### config.mk
export PLATFORM = sky130hd
export DESIGN_NAME = gch_controller_flat
export DESIGN_NICKNAME = d
export VERILOG_FILES = /design/src/rtl/gch_pkg.sv /design/src/rtl/gch_link_if.sv /design/src/rtl/gch_controller.sv /design/src/flat_wrapper.sv
export SDC_FILE = /design/constraint.sdc
export NUM_CORES = 1
export LEC_CHECK = 0
export BUFFER_PORTS_ARGS = -buffer_cell sky130_fd_sc_hd__buf_2
export CORE_ASPECT_RATIO = 0.8
export CORE_UTILIZATION = 55
export CTS_BUF_LIST = sky130_fd_sc_hd__clkbuf_8
export CTS_CLUSTER_SIZE = 28
export DETAILED_ROUTE_END_ITERATION = 7
export PLACE_DENSITY = 0.91
export SYNTH_ARGS = -nofsm -noshare
export SYNTH_HDL_FRONTEND = slang
export SYNTH_SLANG_ARGS = --single-unit
### constraint.sdc
create_clock -name clk_sys -period 2.5 [get_ports clk_sys]
set_input_delay 0.625 -clock clk_sys [delete_from_list [all_inputs] [get_ports clk_sys]]
set_output_delay 0.625 -clock clk_sys [all_outputs]
set_load 0.01 [all_outputs]
### src/rtl/gch_pkg.sv
package gch_pkg;
    // automation output bit image: bits 256..327, held here as 72 bits
    localparam int OUT_BASE      = 256;
    localparam int OUT_WIDTH     = 72;
    localparam int CMD_LSB       = 256 - OUT_BASE;
    localparam int CMD_W         = 12;
    localparam int TGT_LSB       = 268 - OUT_BASE;
    localparam int TGT_W         = 8;
    localparam int VAL_LSB       = 288 - OUT_BASE;
    localparam int VAL_W         = 32;
    localparam int RD_BIT        = 320 - OUT_BASE;
    localparam int WR_BIT        = 321 - OUT_BASE;
    // automation input bit image: bits 128..163, held here as 36 bits
    localparam int IN_BASE       = 128;
    localparam int IN_WIDTH      = 36;
    localparam int RVAL_LSB      = 128 - IN_BASE;
    localparam int ST_ACTIVE     = 160 - IN_BASE;
    localparam int ST_SUCCESS    = 161 - IN_BASE;
    localparam int ST_FAILURE    = 162 - IN_BASE;
    localparam int ST_COERCED    = 163 - IN_BASE;
    localparam logic [8:0] STYLES_A = 9'h010;
    localparam logic [8:0] STYLES_B = 9'h100;
    localparam int SETTING_DEPTH = 16;
    localparam int SETTING_AW    = 4;
    // controller register map (AXI4-Lite byte offsets)
    localparam logic [7:0] A_CTRL    = 8'h00;
    localparam logic [7:0] A_CMD     = 8'h04;
    localparam logic [7:0] A_WVAL    = 8'h08;
    localparam logic [7:0] A_RVAL    = 8'h0C;
    localparam logic [7:0] A_IRQ_ST  = 8'h10;
    localparam logic [7:0] A_IRQ_MSK = 8'h14;
    localparam int CTRL_GO       = 0;
    localparam int CTRL_WRITE    = 1;
    localparam int CTRL_BOTH     = 2;
    localparam int IRQ_DONE      = 0;
    localparam int IRQ_FAIL      = 1;
    localparam logic [1:0] RESP_OKAY   = 2'b00;
    localparam logic [1:0] RESP_SLVERR = 2'b10;
    typedef enum logic [1:0] {
        GCH_IDLE = 2'b00,
        GCH_BUSY = 2'b01,
        GCH_DONE = 2'b11
    } gch_state_t;
endpackage : gch_pkg

### src/rtl/gch_link_if.sv
`timescale 1ns/1ps
interface gch_link_if;
    import gch_pkg::*;
    logic [OUT_WIDTH-1:0] out_bits;
    logic [IN_WIDTH-1:0]  in_bits;
    modport gateway (input out_bits, output in_bits);
    modport controller (output out_bits, input in_bits);
endinterface : gch_link_if

### src/rtl/gch_controller.sv
// Decided for this implementation: the AXI4-Lite interface to the registers and the address map.
`timescale 1ns/1ps
module gch_controller (
    input  wire logic        clk_sys,
    input  wire logic        rst,
    input  wire logic        ce,
    input  wire logic [7:0]  s_axi_awaddr,
    input  wire logic        s_axi_awvalid,
    output logic             s_axi_awready,
    input  wire logic [31:0] s_axi_wdata,
    input  wire logic [3:0]  s_axi_wstrb,
    input  wire logic        s_axi_wvalid,
    output logic             s_axi_wready,
    output logic [1:0]       s_axi_bresp,
    output logic             s_axi_bvalid,
    input  wire logic        s_axi_bready,
    input  wire logic [7:0]  s_axi_araddr,
    input  wire logic        s_axi_arvalid,
    output logic             s_axi_arready,
    output logic [31:0]      s_axi_rdata,
    output logic [1:0]       s_axi_rresp,
    output logic             s_axi_rvalid,
    input  wire logic        s_axi_rready,
    output logic             irq,
    gch_link_if.controller   link
);
    import gch_pkg::*;

    logic [OUT_WIDTH-1:0] out_reg;
    logic [IN_WIDTH-1:0]  in1_reg;
    logic [IN_WIDTH-1:0]  in2_reg;
    logic [19:0]          cmd_reg;
    logic [31:0]          wval_reg;
    logic [1:0]           irq_st_reg;
    logic [1:0]           irq_msk_reg;
    logic                 phase_reg;
    logic [31:0]          rdata_reg;
    logic [1:0]           rresp_reg;
    logic                 bvalid_reg;
    logic                 rvalid_reg;
    logic [1:0]           bresp_reg;

    wire logic active  = in2_reg[ST_ACTIVE];
    wire logic done    = in2_reg[ST_SUCCESS] | in2_reg[ST_FAILURE] | in2_reg[ST_COERCED];
    wire logic busy    = out_reg[RD_BIT] | out_reg[WR_BIT];
    // finish one cycle: drop request once completion seen after active
    wire logic finish  = busy & phase_reg & done;
    // no handshake while frozen, or a beat would be lost
    wire logic wr_go   = ce & s_axi_awvalid & s_axi_wvalid & ~bvalid_reg;
    wire logic rd_go   = ce & s_axi_arvalid & ~rvalid_reg;
    wire logic w_ctrl  = wr_go && s_axi_awaddr == A_CTRL;
    wire logic w_ok    = s_axi_awaddr == A_CTRL || s_axi_awaddr == A_CMD ||
                         s_axi_awaddr == A_WVAL || s_axi_awaddr == A_IRQ_ST ||
                         s_axi_awaddr == A_IRQ_MSK;
    wire logic [1:0] ev = {finish & in2_reg[ST_FAILURE], finish};

    assign s_axi_awready = wr_go;
    assign s_axi_wready  = wr_go;
    assign s_axi_arready = rd_go;
    assign s_axi_bvalid  = bvalid_reg;
    assign s_axi_bresp   = bresp_reg;
    assign s_axi_rvalid  = rvalid_reg;
    assign s_axi_rdata   = rdata_reg;
    assign s_axi_rresp   = rresp_reg;
    assign irq           = |(irq_st_reg & irq_msk_reg);
    assign link.out_bits = out_reg;

    always_ff @(posedge clk_sys) begin
        if (rst) begin
            in1_reg <= '0;
            in2_reg <= '0;
        end else if (ce) begin
            in1_reg <= link.in_bits;
            in2_reg <= in1_reg;
        end
    end

    always_ff @(posedge clk_sys) begin
        if (rst) begin
            out_reg   <= '0;
            phase_reg <= 1'b0;
        end else if (ce) begin
            if (!busy) begin
                phase_reg <= 1'b0;
                // fields set on the same edge as the request bit; unused bits stay low
                if (w_ctrl && s_axi_wdata[CTRL_GO] && s_axi_wstrb[0]) begin
                    out_reg[CMD_LSB +: 20]    <= cmd_reg;
                    out_reg[VAL_LSB +: VAL_W] <= wval_reg;
                    out_reg[WR_BIT] <= s_axi_wdata[CTRL_WRITE] | s_axi_wdata[CTRL_BOTH];
                    out_reg[RD_BIT] <= ~s_axi_wdata[CTRL_WRITE] | s_axi_wdata[CTRL_BOTH];
                end
            end else if (active && !done) begin
                phase_reg <= 1'b1;
            end else if (finish) begin
                out_reg[RD_BIT] <= 1'b0;
                out_reg[WR_BIT] <= 1'b0;
            end
        end
    end

    always_ff @(posedge clk_sys) begin
        if (rst) begin
            cmd_reg     <= 20'h00000;
            wval_reg    <= 32'h0000_0000;
            irq_msk_reg <= 2'h0;
            irq_st_reg  <= 2'h0;
            bvalid_reg  <= 1'b0;
            bresp_reg   <= RESP_OKAY;
        end else if (ce) begin
            // set beats clear on the same cycle
            irq_st_reg <= (irq_st_reg &
                ~((wr_go && s_axi_awaddr == A_IRQ_ST) ? s_axi_wdata[1:0] : 2'h0)) | ev;
            if (s_axi_bvalid && s_axi_bready) bvalid_reg <= 1'b0;
            if (wr_go) begin
                bvalid_reg <= 1'b1;
                bresp_reg  <= w_ok ? RESP_OKAY : RESP_SLVERR;
                if (s_axi_awaddr == A_CMD)     cmd_reg     <= s_axi_wdata[19:0];
                if (s_axi_awaddr == A_WVAL)    wval_reg    <= s_axi_wdata;
                if (s_axi_awaddr == A_IRQ_MSK) irq_msk_reg <= s_axi_wdata[1:0];
            end
        end
    end

    always_ff @(posedge clk_sys) begin
        if (rst) begin
            rvalid_reg <= 1'b0;
            rdata_reg  <= 32'h0000_0000;
            rresp_reg  <= RESP_OKAY;
        end else if (ce) begin
            if (s_axi_rvalid && s_axi_rready) rvalid_reg <= 1'b0;
            if (rd_go) begin
                rvalid_reg <= 1'b1;
                rresp_reg  <= RESP_OKAY;
                case (s_axi_araddr)
                    A_CTRL:    rdata_reg <= {27'h0, in2_reg[ST_COERCED:ST_ACTIVE], busy};
                    A_CMD:     rdata_reg <= {12'h000, cmd_reg};
                    A_WVAL:    rdata_reg <= wval_reg;
                    A_RVAL:    rdata_reg <= in2_reg[RVAL_LSB +: 32];
                    A_IRQ_ST:  rdata_reg <= {30'h0, irq_st_reg};
                    A_IRQ_MSK: rdata_reg <= {30'h0, irq_msk_reg};
                    default: begin
                        rdata_reg <= 32'h0000_0000;
                        rresp_reg <= RESP_SLVERR;
                    end
                endcase
            end
        end
    end
endmodule : gch_controller

### src/flat_wrapper.sv
// flat-port wrapper written by rule: the top's interface ports become plain ports
module gch_controller_flat import gch_pkg::*;
  (clk_sys, rst, ce, s_axi_awaddr, s_axi_awvalid, s_axi_awready, s_axi_wdata, s_axi_wstrb, s_axi_wvalid, s_axi_wready, s_axi_bresp, s_axi_bvalid, s_axi_bready, s_axi_araddr, s_axi_arvalid, s_axi_arready, s_axi_rdata, s_axi_rresp, s_axi_rvalid, s_axi_rready, irq, link_out_bits, link_in_bits);
  gch_link_if link_i ();
  input  wire logic clk_sys;
  input  wire logic rst;
  input  wire logic ce;
  input  wire logic [7:0] s_axi_awaddr;
  input  wire logic s_axi_awvalid;
  output logic s_axi_awready;
  input  wire logic [31:0] s_axi_wdata;
  input  wire logic [3:0] s_axi_wstrb;
  input  wire logic s_axi_wvalid;
  output logic s_axi_wready;
  output logic [1:0] s_axi_bresp;
  output logic s_axi_bvalid;
  input  wire logic s_axi_bready;
  input  wire logic [7:0] s_axi_araddr;
  input  wire logic s_axi_arvalid;
  output logic s_axi_arready;
  output logic [31:0] s_axi_rdata;
  output logic [1:0] s_axi_rresp;
  output logic s_axi_rvalid;
  input  wire logic s_axi_rready;
  output logic irq;
  output wire logic [$bits(link_i.out_bits)-1:0] link_out_bits;
  input wire logic [$bits(link_i.in_bits)-1:0] link_in_bits;
  assign link_out_bits = link_i.out_bits;
  assign link_i.in_bits = link_in_bits;
  gch_controller u_core (.clk_sys(clk_sys), .rst(rst), .ce(ce), .s_axi_awaddr(s_axi_awaddr), .s_axi_awvalid(s_axi_awvalid), .s_axi_awready(s_axi_awready), .s_axi_wdata(s_axi_wdata), .s_axi_wstrb(s_axi_wstrb), .s_axi_wvalid(s_axi_wvalid), .s_axi_wready(s_axi_wready), .s_axi_bresp(s_axi_bresp), .s_axi_bvalid(s_axi_bvalid), .s_axi_bready(s_axi_bready), .s_axi_araddr(s_axi_araddr), .s_axi_arvalid(s_axi_arvalid), .s_axi_arready(s_axi_arready), .s_axi_rdata(s_axi_rdata), .s_axi_rresp(s_axi_rresp), .s_axi_rvalid(s_axi_rvalid), .s_axi_rready(s_axi_rready), .irq(irq), .link(link_i));
endmodule
==> flow_summary.toml <==
[run_status]
outcome = "finished, final reports clean"

[sta]
worst_slew_pin_slew_ps = 879.0
hold_viol_final = 0
setup_tns_ps = 0
final-setup-viol-count = 0
slew_headroom_pct = 41.40
maxSlewViolCount = 0
timing.fmax_mhz = 464.1
fin_crit_sh_pct = 86.19
finalCriticalPeriod_ps = 2155
rsz0062_at_grt = "no"
clock_skew_ps = 17.98

[clocking]
post_cts_buffers = 0
cts-root-buf = "clkbuf_8"
cts_buffers = 34
ctsResizeCount = 0
clkSlewWorstSetupHoldPaths_ps = 60
cts_sinks = 219
hold_buffers = 0
clockBufferDepth = 3
clk_latency_ps = 500
cts_tree = "yes"
cts-htree-levels = 2

[logic_synthesis]
synthFlopType = "dfxtp_1"
syn_inst = 946
yosysUniqueCellTypes = 42
async_flop_share_pct = 0
synth_top_area_share_pct = 50.13
ys_ff_latch = 219
syn_area_per_cell_sq_um = 9.245
yosysTopAreaCell = "dfxtp_1"
seq_area_frac_synth_pct = 50.13
ys_top_cells_by_area = "dfxtp_1 50%, mux2i_1 10%, a21oi_1 6.5%"
synth_area_sq_mm = 0.008746
ys_warn_count = 0
synth_edf_count = 0

[critical_path]
startpoint_type = "flip-flop"
arrival_ps = 1530
critPathRequiredTime_ps = 1880
cp.depth = 4
critPathMaxFanout = 7
crit_family = "buffers and inverters"
crit_path_max_incr_delay_ps = 310
rr_worst_depth = 5
critPathSlowestCell = "dfxtp_1"
critPathCaptureType = "output port"
path_cells = "nand4b_1 > buf_4 > inv_1 > buf_2"
cp.buffers_inverters = 3
path_class = "flip-flop to output port"

[die]
pin_count = 210
start_util_pct = 57.30
coreArea_sq_mm = 0.01526
rows = 40
die_w_um = 143.0
dieArea_sq_mm = 0.01641
fp.dieH_um = 114.8

[finish]
final_common_cell = "dfxtp_1"
largest_reg_flops = 54
nets = 1205
area_growth_pct = 19.56
utilization_pct = 68.50
layout_common_cells = "219 x dfxtp_1, 184 x buf_2, 113 x a21oi_1"
fillers = 1163
seqCellArea_sq_mm = 0.004384
layout-drive-gt1-share_pct = 25.09
multiInputGateArea_sq_mm = 0.003902

[run]
cap_violations = 0

[global_routing]
use_met3_pct = 6.081
grtUsageTotal_pct = 29.02
use_met2_pct = 48.46
antenna_found_initial = 1
grt_pass1_vias = 7474
grt-ovfl-total = 0
grt_max_degree = 77
grt_pass1_wl_mm = 37.61
met1_usage_pct = 37.56
grt_busiest_layer = "met2"

[drt]
wl_mm = 24.35
ant_nets = 0
via_per_inst = 5.861
first_pass_iters = 7
post_drt_wl_per_cell_um = 18.13
drt_iter0_drc = 760
vias = 7871
drcViolationCount = 0

[pwr]
p_leak_uw = 0.004363
vdd_ir_drop_max_mv = 0.4470
power_density_mw_per_mm2 = 666.2

[placed_design]
gp_congestion = 0.8625
io_buffers = 186
place_hpwl_mm = 15.61

[worst_hold_path]
min_delay_path_depth = 3
worstHoldPathType = "primary input to flip-flop"
-- area by class of cell --
cell class | instances | share of cell area [%]
Inverter | 6 | 0.2154
Clock buffer | 41 | 5.397
Tap cell | 210 | 2.513
Multi-Input combinational cell | 635 | 37.32
Antenna cell | 1 | 0.02393
Timing Repair Buffer | 213 | 11.64
Clock inverter | 18 | 0.9573
Sequential cell | 219 | 41.93
-- metrics by stage --
stage	std cells	hold WS (ps)	setup WS, ps	power (uW)	cell area, sq um
finish	1343	367.6	345.2	6966	10460
global route	1343	360.6	276.8	7218	10460
CTS	1342	350.5	338.5	7006	10450
detailed placement	1283	442.5	93.76	4103	9789
global placement	1283	441.5	125.6	4089	9789
floorplan	965	441.9	279.6	3943	8817
-- report_power, final --
part,total (uW),switching [uW],internal (uW)
logic,455,279,177
registers,3580,34.3,3550
clock network,2930,1340,1580
total,6970,1650,5310
-- layer usage --
metal | routed length, um | vias to the layer above
met4 | 388 | 0
met3 | 2614 | 51
li1 | - | 3632
met2 | 11610 | 468
met5 | 0 | -
met1 | 9736 | 3720
-- cell usage after synthesis (4+ instances only) --
master,instances
dfxtp_1,219
a21oi_1,113
mux2i_1,87
nor2_1,85
nand2_1,74
clkbuf_1,57
nand3_1,53
o21ai_1,40
o21ai_0,39
o2bb2ai_1,30
buf_4,21
nand4b_1,21
buf_2,17
a22oi_1,15
mux2_2,15
nand4_1,7
inv_1,6
buf_1,5
buf_6,5
nand3b_1,4
o211ai_1,4
-- worst min-delay path: cells and delay by family --
family / cells / cell delay, ps
buffers and inverters: 1 / 90
AOI/OAI and AO/OA: 1 / 50
and+or+nand+nor: 1 / 50
-- logic make-up after synthesis --
kind of cell    count (synthesis)  share of synthesized area (%)
buf+inv                       111                          6.338
compound gates                248                          16.28
simple gates                  262                          14.55
other cells                     1                        0.04288
flops                         219                          50.13
mux                           105                          12.66
-- worst paths after layout --
path                             from                      end  slack, ps
max               u_core.s_axi_bvalid             s_axi_wready        350
min                   s_axi_wdata[20]      u_core.wval_reg[20]        370
max reg2reg  u_core.link.out_bits[65]  u_core.link.out_bits[8]        730
min reg2reg     u_core.s_axi_rdata[6]    u_core.s_axi_rdata[6]        460
(Power assumes the default switching activity.)
